===== src/hw/fbpim_pkg.sv =====
// Package: constants and types of the fieldbus master process image map
package fbpim_pkg;
    // Image length codes (bytes): 12, 20, 24, 32, 40, 48
    localparam logic [2:0] LEN_SEL_12 = 3'h0;
    localparam logic [2:0] LEN_SEL_20 = 3'h1;
    localparam logic [2:0] LEN_SEL_24 = 3'h2;
    localparam logic [2:0] LEN_SEL_32 = 3'h3;
    localparam logic [2:0] LEN_SEL_40 = 3'h4;
    localparam logic [2:0] LEN_SEL_48 = 3'h5;
    // Mailbox size codes (bytes): 0, 6, 10, 12, 18
    localparam logic [2:0] MBX_SEL_0  = 3'h0;
    localparam logic [2:0] MBX_SEL_6  = 3'h1;
    localparam logic [2:0] MBX_SEL_10 = 3'h2;
    localparam logic [2:0] MBX_SEL_12 = 3'h3;
    localparam logic [2:0] MBX_SEL_18 = 3'h4;
    // Image geometry
    localparam int IMG_WORDS_MAX = 24;
    localparam int IMG_WORDS_MIN = 6;
    localparam int PD_BYTES_MAX  = 46;
    localparam logic [4:0] CSB_WORD_OFS = 5'h00;
    localparam logic [4:0] MBX_WORD_OFS = 5'h01;
    localparam logic [7:0] CSB_HIGH_RST = 8'h00;
    localparam logic [15:0] WORD_RST    = 16'h0000;
    // Setup after reset: 12 words (24 bytes) with no mailbox
    localparam logic [4:0] LEN_WORDS_RST = 5'h0c;
    localparam logic [4:0] MBX_WORDS_RST = 5'h00;
    // Mailbox modes
    typedef enum logic {FBPIM_MODE_OVERLAID, FBPIM_MODE_SUPPRESSIBLE} fbpim_mode_t;
    // Word classification
    typedef enum logic [1:0] {FBPIM_W_CSB, FBPIM_W_MBX, FBPIM_W_PD, FBPIM_W_NONE}
        fbpim_wkind_t;

    // Image length in words for a length code; 0 marks an illegal code
    function automatic logic [4:0] fbpim_len_words(input logic [2:0] sel);
        case (sel)
            LEN_SEL_12: fbpim_len_words = 5'h06;
            LEN_SEL_20: fbpim_len_words = 5'h0a;
            LEN_SEL_24: fbpim_len_words = 5'h0c;
            LEN_SEL_32: fbpim_len_words = 5'h10;
            LEN_SEL_40: fbpim_len_words = 5'h14;
            LEN_SEL_48: fbpim_len_words = 5'h18;
            default:    fbpim_len_words = 5'h00;
        endcase
    endfunction

    // Mailbox length in words for a size code; 5'h1f marks an illegal code
    function automatic logic [4:0] fbpim_mbx_words(input logic [2:0] sel);
        case (sel)
            MBX_SEL_0:  fbpim_mbx_words = 5'h00;
            MBX_SEL_6:  fbpim_mbx_words = 5'h03;
            MBX_SEL_10: fbpim_mbx_words = 5'h05;
            MBX_SEL_12: fbpim_mbx_words = 5'h06;
            MBX_SEL_18: fbpim_mbx_words = 5'h09;
            default:    fbpim_mbx_words = 5'h1f;
        endcase
    endfunction
endpackage


===== src/hw/fbpim_word_class.sv =====
// Word classifier: decides what a word offset of the image carries
`timescale 1ns/100ps
module fbpim_word_class
    import fbpim_pkg::*;
(
    input  wire logic [4:0]   word_idx,
    input  wire logic [4:0]   len_words,
    input  wire logic [4:0]   mbx_words,
    input  wire logic         mbx_visible,
    output fbpim_wkind_t      kind,
    output logic [5:0]        byte_ofs
);
    // Mailbox words follow word zero; process data fills the rest
    always_comb begin
        kind     = FBPIM_W_NONE;
        byte_ofs = 6'h00;
        if (word_idx >= len_words) begin
            kind = FBPIM_W_NONE;
        end else if (word_idx == CSB_WORD_OFS) begin
            kind = FBPIM_W_CSB;
        end else if (mbx_visible && (word_idx < (MBX_WORD_OFS + mbx_words))) begin
            kind     = FBPIM_W_MBX;
            byte_ofs = 6'({word_idx - MBX_WORD_OFS, 1'b0});
        end else begin
            kind     = FBPIM_W_PD;
            byte_ofs = 6'({word_idx - MBX_WORD_OFS, 1'b0});
        end
    end
endmodule


===== src/hw/fbpim_map.sv =====
// Main file: process image map for the bus master I/O module
`timescale 1ns/100ps
// Notes on behaviour
// - Image length 12,20,24,32,40 or 48 bytes
// - Mailbox size 0,6,10,12 or 18 bytes
// - Process data spans zero to 46 bytes
// - Images span 6 to 24 aligned words
// - Word zero low byte is control/status byte
// - Overlaid mailbox sits right after word zero
// - Suppressible mode: hideable mailbox then data
// - Remaining words carry cyclic process data
module fbpim_map
    import fbpim_pkg::*;
#(
    parameter int WORDS_MAX = IMG_WORDS_MAX
)
(
    input  wire logic         clk_sys,
    input  wire logic         rst_b,
    input  wire logic         clk_en,
    input  wire logic [2:0]   cfg_len_sel,
    input  wire logic [2:0]   cfg_mbx_sel,
    input  wire logic         cfg_mode,
    input  wire logic         cfg_load,
    input  wire logic         mbx_show,
    // Host side: word access to both images
    input  wire logic         host_rd,
    input  wire logic         host_wr,
    input  wire logic [4:0]   host_addr,
    input  wire logic [15:0]  host_wdata,
    output logic [15:0]       host_rdata,
    output logic              host_rvalid,
    output logic              host_err,
    // Device side: control/status byte, mailbox and process data out and in
    output logic [7:0]        ctrl_byte,
    output logic [8*PD_BYTES_MAX-1:0] out_bytes,
    input  wire logic [7:0]   status_byte,
    input  wire logic [8*PD_BYTES_MAX-1:0] in_bytes,
    output logic [4:0]        len_words_out,
    output logic [4:0]        mbx_words_out,
    output logic [5:0]        pd_bytes_out,
    output logic              cfg_err
);
    // Elaboration check: flattening and decoding assume a 24 word image
    if (WORDS_MAX != IMG_WORDS_MAX) begin : g_bad_words
        $error("WORDS_MAX must equal IMG_WORDS_MAX of 24 words");
    end

    // ************************************************************
    // Static configuration
    // ************************************************************
    logic [4:0]   len_words_reg;
    logic [4:0]   mbx_words_reg;
    fbpim_mode_t  mode_reg;
    logic [4:0]   len_words_next;
    logic [4:0]   mbx_words_next;
    logic         cfg_ok;

    assign len_words_next = fbpim_len_words(cfg_len_sel);
    assign mbx_words_next = fbpim_mbx_words(cfg_mbx_sel);
    // Mailbox must leave room for word zero; illegal codes are refused
    assign cfg_ok = (len_words_next != 5'h00) && (mbx_words_next != 5'h1f)
                    && ((mbx_words_next + 5'h01) <= len_words_next);

    // Configuration is only taken on an explicit load, so it stays static
    always_ff @(posedge clk_sys or negedge rst_b) begin
        if (!rst_b) begin
            len_words_reg <= LEN_WORDS_RST;
            mbx_words_reg <= MBX_WORDS_RST;
            mode_reg      <= FBPIM_MODE_OVERLAID;
            cfg_err       <= 1'b0;
        end else if (clk_en && cfg_load) begin
            cfg_err <= !cfg_ok;
            if (cfg_ok) begin
                len_words_reg <= len_words_next;
                mbx_words_reg <= mbx_words_next;
                mode_reg      <= fbpim_mode_t'(cfg_mode);
            end
        end
    end

    // Derived geometry published for the device logic
    always_ff @(posedge clk_sys or negedge rst_b) begin
        if (!rst_b) begin
            len_words_out <= 5'h00;
            mbx_words_out <= 5'h00;
            pd_bytes_out  <= 6'h00;
        end else if (clk_en) begin
            len_words_out <= len_words_reg;
            mbx_words_out <= mbx_words_reg;
            pd_bytes_out  <= 6'({len_words_reg - 5'h01, 1'b0});
        end
    end

    // ************************************************************
    // Mailbox visibility
    // ************************************************************
    logic mbx_show_s1_reg;
    logic mbx_show_s2_reg;
    logic mbx_visible;

    // Show request may come from another domain, so it is synchronised
    always_ff @(posedge clk_sys or negedge rst_b) begin
        if (!rst_b) begin
            mbx_show_s1_reg <= 1'b0;
            mbx_show_s2_reg <= 1'b0;
        end else if (clk_en) begin
            mbx_show_s1_reg <= mbx_show;
            mbx_show_s2_reg <= mbx_show_s1_reg;
        end
    end

    // Overlaid mailbox is always visible; suppressible one only on request
    assign mbx_visible = (mode_reg == FBPIM_MODE_OVERLAID) ? 1'b1
                         : mbx_show_s2_reg;

    // ************************************************************
    // Image storage
    // ************************************************************
    // Output image: word 0 control byte, then 23 data words
    logic [15:0] out_img_reg [WORDS_MAX];
    fbpim_wkind_t kind;
    logic [5:0]   byte_ofs;

    fbpim_word_class u_class (
        .word_idx    (host_addr),
        .len_words   (len_words_reg),
        .mbx_words   (mbx_words_reg),
        .mbx_visible (mbx_visible),
        .kind        (kind),
        .byte_ofs    (byte_ofs)
    );

    // Host writes of the output image; high byte of word zero stays zero
    always_ff @(posedge clk_sys or negedge rst_b) begin
        if (!rst_b) begin
            for (int i = 0; i < WORDS_MAX; i++) begin
                out_img_reg[i] <= WORD_RST;
            end
        end else if (clk_en && host_wr && (kind != FBPIM_W_NONE)) begin
            if (kind == FBPIM_W_CSB) begin
                out_img_reg[0] <= {CSB_HIGH_RST, host_wdata[7:0]};
            end else begin
                out_img_reg[host_addr] <= host_wdata;
            end
        end
    end

    // Flatten the output image towards the device logic
    always_ff @(posedge clk_sys or negedge rst_b) begin
        if (!rst_b) begin
            ctrl_byte <= 8'h00;
            out_bytes <= '0;
        end else if (clk_en) begin
            ctrl_byte <= out_img_reg[0][7:0];
            for (int w = 1; w < WORDS_MAX; w++) begin
                out_bytes[16*(w-1) +: 16] <= out_img_reg[w];
            end
        end
    end

    // ************************************************************
    // Host reads of the input image
    // ************************************************************
    logic [15:0] rd_word;
    always_comb begin
        rd_word = WORD_RST;
        case (kind)
            FBPIM_W_CSB:  rd_word = {CSB_HIGH_RST, status_byte};
            FBPIM_W_MBX:  rd_word = in_bytes[8*byte_ofs +: 16];
            FBPIM_W_PD:   rd_word = in_bytes[8*byte_ofs +: 16];
            default:      rd_word = WORD_RST;
        endcase
    end

    // Out of range accesses answer with zero data and an error flag
    always_ff @(posedge clk_sys or negedge rst_b) begin
        if (!rst_b) begin
            host_rdata  <= WORD_RST;
            host_rvalid <= 1'b0;
            host_err    <= 1'b0;
        end else if (clk_en) begin
            host_rvalid <= host_rd;
            host_err    <= (host_rd || host_wr) && (kind == FBPIM_W_NONE);
            host_rdata  <= host_rd ? rd_word : WORD_RST;
        end
    end

    // ************************************************************
    // Checks
    // ************************************************************
    AST_LEN_RANGE: assert property (@(posedge clk_sys) disable iff (!rst_b)
        (len_words_reg >= 5'h06) && (len_words_reg <= 5'h18))
        else $error("image length out of range");
    AST_LEN_EVEN: assert property (@(posedge clk_sys) disable iff (!rst_b)
        len_words_reg inside {5'h06, 5'h0a, 5'h0c, 5'h10, 5'h14, 5'h18})
        else $error("image length not a legal size");
    AST_MBX_SIZE: assert property (@(posedge clk_sys) disable iff (!rst_b)
        mbx_words_reg inside {5'h00, 5'h03, 5'h05, 5'h06, 5'h09})
        else $error("mailbox size not legal");
    AST_PD_MAX: assert property (@(posedge clk_sys) disable iff (!rst_b)
        clk_en |=> (pd_bytes_out <= 6'd46))
        else $error("process data beyond 46 bytes");
    AST_CSB_HIGH: assert property (@(posedge clk_sys) disable iff (!rst_b)
        (clk_en && host_rd && kind == FBPIM_W_CSB) |=> (host_rdata[15:8] == 8'h00))
        else $error("status word high byte not zero");
    AST_CSB_READ: assert property (@(posedge clk_sys) disable iff (!rst_b)
        (clk_en && host_rd && kind == FBPIM_W_CSB)
        |=> (host_rdata[7:0] == $past(status_byte)))
        else $error("status byte not returned at word zero");
    AST_OVL_VIS: assert property (@(posedge clk_sys) disable iff (!rst_b)
        (mode_reg == FBPIM_MODE_OVERLAID) |-> mbx_visible)
        else $error("overlaid mailbox hidden");
    AST_SUP_HIDE: assert property (@(posedge clk_sys) disable iff (!rst_b)
        (mode_reg == FBPIM_MODE_SUPPRESSIBLE && !mbx_show_s2_reg && host_addr == 5'h01
         && len_words_reg > 5'h01) |-> (kind == FBPIM_W_PD))
        else $error("hidden mailbox still mapped");
    AST_CFG_HOLD: assert property (@(posedge clk_sys) disable iff (!rst_b)
        !cfg_load |=> $stable(len_words_reg))
        else $error("length changed without load");
    AST_RVALID: assert property (@(posedge clk_sys) disable iff (!rst_b)
        (clk_en && host_rd) |=> host_rvalid)
        else $error("read not answered");

    COV_MBX_READ: cover property (@(posedge clk_sys) disable iff (!rst_b)
        clk_en && host_rd && kind == FBPIM_W_MBX);
    COV_PD_READ: cover property (@(posedge clk_sys) disable iff (!rst_b)
        clk_en && host_rd && kind == FBPIM_W_PD);
    COV_OOR: cover property (@(posedge clk_sys) disable iff (!rst_b)
        clk_en && host_wr && kind == FBPIM_W_NONE);
endmodule


===== config.mk =====
export PLATFORM = sky130hd
export DESIGN_NAME = fbpim_map
export DESIGN_NICKNAME = d
export VERILOG_FILES = /design/src/hw/fbpim_pkg.sv /design/src/hw/fbpim_word_class.sv /design/src/hw/fbpim_map.sv
export SDC_FILE = /design/constraint.sdc
export NUM_CORES = 1
export LEC_CHECK = 0
export ABC_AREA = 1
export BUFFER_PORTS_ARGS = -buffer_cell sky130_fd_sc_hd__clkbuf_2
export CAP_MARGIN = 5
export CORE_AREA = 3 3 319 321
export CTS_CLUSTER_SIZE = 30
export DETAILED_ROUTE_END_ITERATION = 16
export DIE_AREA = 0 0 322 324
export PLACE_DENSITY = 0.56
export SYNTH_ARGS = -nofsm -noshare
export SYNTH_HDL_FRONTEND = slang
export SYNTH_SLANG_ARGS = --single-unit

===== constraint.sdc =====
create_clock -name clk_sys -period 8.44 [get_ports clk_sys]
set_input_delay 0.422 -clock clk_sys [delete_from_list [all_inputs] [get_ports clk_sys]]
set_output_delay 0.422 -clock clk_sys [all_outputs]
set_load 0.01 [all_outputs]

After elaboration in Yosys (flattened, before gate mapping)
Cells that the tools add are included.
{"block": "classes", "addsub": 4, "eq_ne": 14, "bitwise_logic": 2, "mux": 14, "shift": 1, "n_lt_le_gt_ge": 5, "reduce_logical": 18}
{"operator": "384-bit bitwise mux", "count": 1}
{"operator": "368-bit by 10-bit indexed part select with 16-bit output", "count": 1}
{"operator": "16-bit demux with 5-bit select", "count": 1}
{"operator": "16-bit two-way mux", "count": 3}
{"operator": "16-bit one-hot mux with 2 select lines", "count": 1}
{"operator": "5-bit one-hot mux with 6 select lines", "count": 1}
{"operator": "5-bit one-hot mux with 5 select lines", "count": 1}
{"operator": "3-bit by 2-bit == test with 1-bit output, second input constant", "count": 4}
{"operator": "6-bit two-way mux", "count": 2}
{"operator": "5-bit by 1-bit subtractor with 5-bit output, second input constant", "count": 2}
{"operator": "3-bit == test, second input constant", "count": 3}
{"operator": "1-bit logical AND", "count": 8}
{"operator": "3-bit by 1-bit == test with 1-bit output, second input constant", "count": 2}
{"operator": "6-bit >= comparator, second input constant", "count": 1}
{"operator": "3-bit logical NOT", "count": 2}
{"operator": "6-bit by 1-bit < comparator with 1-bit output, second input constant", "count": 1}
{"operator": "2-bit two-way mux", "count": 3}
{"operator": "5-bit NOT with 6-bit output", "count": 1}
{"operator": "1-bit by 5-bit adder with 5-bit output, first input constant", "count": 1}
{"operator": "5-bit by 1-bit adder with 5-bit output, second input constant", "count": 1}
{"operator": "5-bit >= comparator", "count": 1}
{"operator": "5-bit less-or-equal comparator", "count": 1}
{"operator": "5-bit logical NOT", "count": 1}
{"operator": "5-bit < comparator", "count": 1}
{"operator": "other kinds (12)", "count": 14}
{"block": "word_totals", "output_inout_bits": 411, "ff_bits": 807, "wordCells": 96, "in_bits": 411}

Longest topological paths before layout
{"block": "logic_depth", "depth_word": 10, "ltp_mapped": 19, "depth_no_buf": 17}

By module
From an unflattened synthesis, not the netlist that was laid out.
{"block": "unflattened", "hier_cells": 4860, "hier_area_um2": 37083.1}
{"module": "fbpim_map", "cells_each": 4780, "n_inst": 1, "seq_area_each_um2": 19946.6, "area_each_um2": 36623.9}
{"module": "fbpim_word_class", "cells_each": 80, "n_inst": 1, "seq_area_each_um2": 0.0, "area_each_um2": 459.2}

Worst setup path before layout
No wires, ideal clock.
{"block": "synth_path", "path_type": "register -> register", "start": "register mbx_words_reg[0]", "end": "register out_img_reg[100] (netlist bit)", "required_ps": 8307, "synth_period_minus_slack_ps": 2882, "setup_ps": 133, "stages_incl_launch_ff": 19, "path_buffers": 2, "arrival_ps": 2748, "slack_ps": 5558, "path_cell_list": "dfrtp_1 ha_1 inv_1 ha_1 o21ai_0 nand2_1 a21oi_1 nor2_1 o21ai_0 a31oi_1 ha_1 buf_1 inv_1 nand2_1 nor2_1 nand2_1 clkbuf_1 nand2_1 o21ai_0"}
{"block": "synth_between", "elab_chain_cells": 9, "word_cells_on_any_way": 11, "classes_between": "add/sub (1); order compare (1); eq/ne (1); mux (3); bitwise (1); reduce/logical (4)"}
{"element": "from (decl)", "line_no": "fbpim_map.sv:53", "rtl": "logic [4:0] mbx_words_reg;"}
{"element": "from (signal assigned)", "line_no": "fbpim_map.sv:76", "rtl": "mbx_words_reg <= mbx_words_next;"}
{"element": "1-bit by 5-bit adder with 5-bit output (*)", "line_no": "fbpim_word_class.sv:21", "rtl": "end else if (mbx_visible && (word_idx < (MBX_WORD_OFS + mbx_words))) begin"}
{"element": "5-bit < comparator (*)", "line_no": "fbpim_word_class.sv:21"}
{"element": "1-bit logical AND (*)", "line_no": "fbpim_word_class.sv:21"}
{"element": "2-bit two-way mux (*)", "line_no": "fbpim_word_class.sv:21"}
{"element": "2-bit two-way mux (*)", "line_no": "fbpim_word_class.sv:19", "rtl": "end else if (word_idx == CSB_WORD_OFS) begin"}
{"element": "2-bit two-way mux (*)", "line_no": "fbpim_word_class.sv:17", "rtl": "if (word_idx >= len_words) begin"}
{"element": "2-bit inequality test or 2-bit logical NOT (tied branches)", "line_no": "fbpim_map.sv:140, fbpim_map.sv:141"}
{"element": "1-bit logical AND or 1-bit NOT (tied branches)"}
{"element": "2-bit AND reduction (no line) (*)"}
{"element": "to (signal, indexed assignment)", "line_no": "fbpim_map.sv:144", "rtl": "out_img_reg[host_addr] <= host_wdata;"}
{"element": "to (decl)", "line_no": "fbpim_map.sv:121", "rtl": "logic [15:0] out_img_reg [WORDS_MAX];"}
Mark *: on every way between the ends. The rest lies on a longest branch, timed or not.
A chain may end at the register's enable or synchronous reset.

Worst setup path in the final report
{"block": "layout_path", "start": "register len_words_reg[3]", "end": "register host_rdata[13]"}
{"block": "layout_between", "elab_chain_cells": 6, "word_cells_on_any_way": 10, "classes_between": "order compare (1); eq/ne (2); shift (1); mux (4); reduce/logical (2)"}
{"element": "from (decl)", "line_no": "fbpim_map.sv:52", "rtl": "logic [4:0] len_words_reg;"}
{"element": "from (signal assigned)", "line_no": "fbpim_map.sv:75", "rtl": "len_words_reg <= len_words_next;"}
{"element": "5-bit >= comparator (*)", "line_no": "fbpim_word_class.sv:17"}
{"element": "parallel branches: the longest is 3 deep, another holds 368-bit by 10-bit indexed part select with 16-bit output"}
{"element": "16-bit one-hot mux with 2 select lines (*)", "line_no": "fbpim_map.sv:168", "rtl": "case (kind)"}
{"element": "16-bit two-way mux (*)", "line_no": "fbpim_map.sv:185", "rtl": "host_rdata <= host_rd ? rd_word : WORD_RST;"}
{"element": "to (signal assigned)", "line_no": "fbpim_map.sv:185"}
{"element": "to (decl)", "line_no": "fbpim_map.sv:31", "rtl": "output logic [15:0] host_rdata,"}
Mark *: on every way between the ends.

==> metrics.txt <==
R2R cell count 15; Peak supply drop 148.5 uV; largest family of logic cells by synthesized area simple AND/OR/NAND/NOR gates; Setup Fix Bufs, Post-CTS 0; WP buf/inv 2; commonest cells after routing, fill and taps aside nand2_1 (1943), clkbuf_2 (817), dfrtp_1 (795); die area 104300 um2; clock sinks 797; Slew headroom 15.80%; mux share of post-synthesis cell area 0%; first-pass GRT wire length 197.9 mm; Synth Area in Simple Gates 28.38%; pin count of the biggest net entering global routing 178; CP required 9.05 ns; Critical Path Sink Type flip-flop; f_max 208.1 MHz; GRT Total Usage roughly a quarter; initial antenna violation count 39; Post-CTS Hold Buffers 4; Root Buffer clkbuf_16; status finished, final reports clean; Final Hold Viols 0; max capacitance violation total 0; Final Critical Period 4.805 ns; final setup skew between 0.05 and 0.06 ns; drt first pass iters 6; Post-Syn Instances 4050; initial drt markers 2466; H-tree depth 3; final std cells w/o fill between 6000 and 7000; PwrDens about 270 nW/um2; CP peak stage delay between 1 and 1.5 ns; die width 322 um; Final period util 56.93%; endpoints failing setup 0; total wire length 137.3 mm; Crit-path slowest cell inv_2; synth unique cells 33; Hold EP cfg_err; syn_area_per_cell 8.337 um2; routability cong. 0.9392; post-detail-place hpwl 92.53 mm; max-slew violations 0; EDFF count, synth 0; Arr. time, crit path 5.41 ns; Final TNS setup 0 ns; max reg flops 376; hold depth 3; Post-Synth XOR/XNOR Area 0.1556%; DRC errors left 0; top-level port count 822; row cnt 116; final net count 5158; P_leak 22.97 nW; worst reg2reg path startpoint len_words_reg[3]; compound-gate portion of the synthesized area 6.830%; Num CTS Buffers 88; worst-case clock buffer depth 3; RSZ-0062 raised after global routing false; Synth warnings 0; share of cells above drive strength 1 around 21%; Netlist Area Pre-Place approximately 34000 um2; r2r endpoint host_rdata[13]; HP Start cfg_load; Die Height 324 um; adder-cell share of the synthesized area 0.7782%; crit-path most repeated cell nand2_1; Worst-Margin Slew approximately 1.3 ns; register area share after synthesis 59.08%; Worst R2R Setup Slack 3.64 ns; core outline area 99570 um2; DP Cell Count 5930; Via density 4.958; worst skew pair latency 0.67 ns; CP cell instances inv_1, ha_1, nand2_1, nor2_1, nand2_1, nand2_1, nor2_4, nand2_8, inv_2, nand2_1, a21oi_1, o21ai_1, o21ai_1, nand4_1, nand2_1; HP Class input port to flip-flop; Async S/R FF share, synth 100.0%; vias in the first global route 29406; crit path launch type flip-flop; initial core utilization between 30% and 40%; most common cell after layout, fill and taps aside nand2_1; CP max FO 114; Clock transition at path regs 0.06 ns; delay-heaviest family, CP simple AND/OR/NAND/NOR gates; Vias 30331; PostCTS Resize Cnt 0; ANT nets after route 0; Main synth FF type dfrtp_1; WS Path Type flip-flop to flip-flop; DR WL/cell 22.44 um; GRT Residual Overflow 0; TritonCTS clock tree yes; final core occ 42.01%; IO Port Bufs 819; Layout area overhead 23.88%; FF+latch count, synth about 800
[cells in the mapped netlist, drive strengths merged, types with 2 or more instances]
| cell | count | area share (%) |
|---|---|---|
| o211ai | 11 | 0.24 |
| buf | 74 | 1.3 |
| nand2 | 1946 | 22 |
| xor2 | 4 | 0.10 |
| nor2 | 36 | 0.47 |
| ha | 21 | 0.78 |
| dfstp | 2 | 0.16 |
| or2 | 3 | 0.056 |
| xnor2 | 2 | 0.052 |
| o21ai | 412 | 6.1 |
| nor3 | 4 | 0.093 |
| nand4 | 27 | 0.50 |
| inv | 109 | 1.2 |
| clkbuf | 204 | 2.3 |
| nand3 | 359 | 5.4 |
| a21oi | 28 | 0.42 |
| dfrtp | 795 | 59 |
| nand3b | 8 | 0.18 |
[report_power, final]
group          switching (mW)  total, mW  leakage, nW  internal, mW
clock network            1.67       4.00         1.49          2.34
registers               0.447       4.87         10.9          4.42
logic                    1.62       2.44         10.6         0.821
[metal layers]
| layer | track usage, % | up-vias | part of all wire (%) |
|---|---|---|---|
| met5 | 0 | - | 0.0095 |
| met4 | 15.23 | 2 | 5.8 |
| met3 | 4.461 | 299 | 5.9 |
| met2 | 44.86 | 1088 | 51 |
| met1 | 29.58 | 14716 | 37 |
| li1 | - | 14226 | - |
[worst min-delay path, delay by kind of cell]
| kind | cells | cell delay [ns] |
|---|---|---|
| buf+inv | 1 | 0.09 |
| compound gates | 1 | 0.06 |
| simple gates | 1 | 0.10 |
[metrics by stage]
step / hold WS, ns / total power, mW / area, um2 / setup slack [ns]
after floorplan: 0.1264 / 6.217 / 33770 / 5.558
after global placement: 0.4530 / 7.337 / 38710 / 3.636
after detailed placement: 0.4574 / 7.375 / 38710 / 3.637
after CTS: 0.01072 / 11.43 / 41780 / 3.586
after global routing: 0.05744 / 11.92 / 41820 / 3.112
final: 0.04899 / 11.31 / 41830 / 3.635
[worst max path at each step]
stage / slack [ns] / to / from / cells past startpoint
floorplan: 5.56 / out_img_reg[100] / mbx_words_reg[0] / 18
global placement: 3.64 / out_img_reg[139] / mbx_words_reg[1] / 15
CTS: 3.59 / out_img_reg[198] / mbx_words_reg[1] / 15
detailed placement: 3.64 / out_img_reg[6] / mbx_words_reg[1] / 15
global route: 3.11 / host_rdata[13] / len_words_reg[3] / 15
finish: 3.64 / host_rdata[13] / len_words_reg[3] / 15
[cells by family after synthesis]
group | Yosys count
DFF | 797
adders and majority gates | 21
and+or+nand+nor | 2384
buffers and inverters | 387
other | 1
xor gates and xnor gates | 6
AOI/OAI and AO/OA | 454
[area by class of cell]
type | instances | area (um2)
Clock inverter | 39 | 489.2
Tap cell | 1298 | 1624
Fill cell | 10304 | 57740
Sequential cell | 797 | 19950
Inverter | 109 | 419.2
Multi-Input combinational cell | 2867 | 12250
Clock buffer | 124 | 2537
Timing Repair Buffer | 863 | 4509
Antenna cell | 20 | 50.05
No activity file was read; power rests on OpenSTA's default activity.
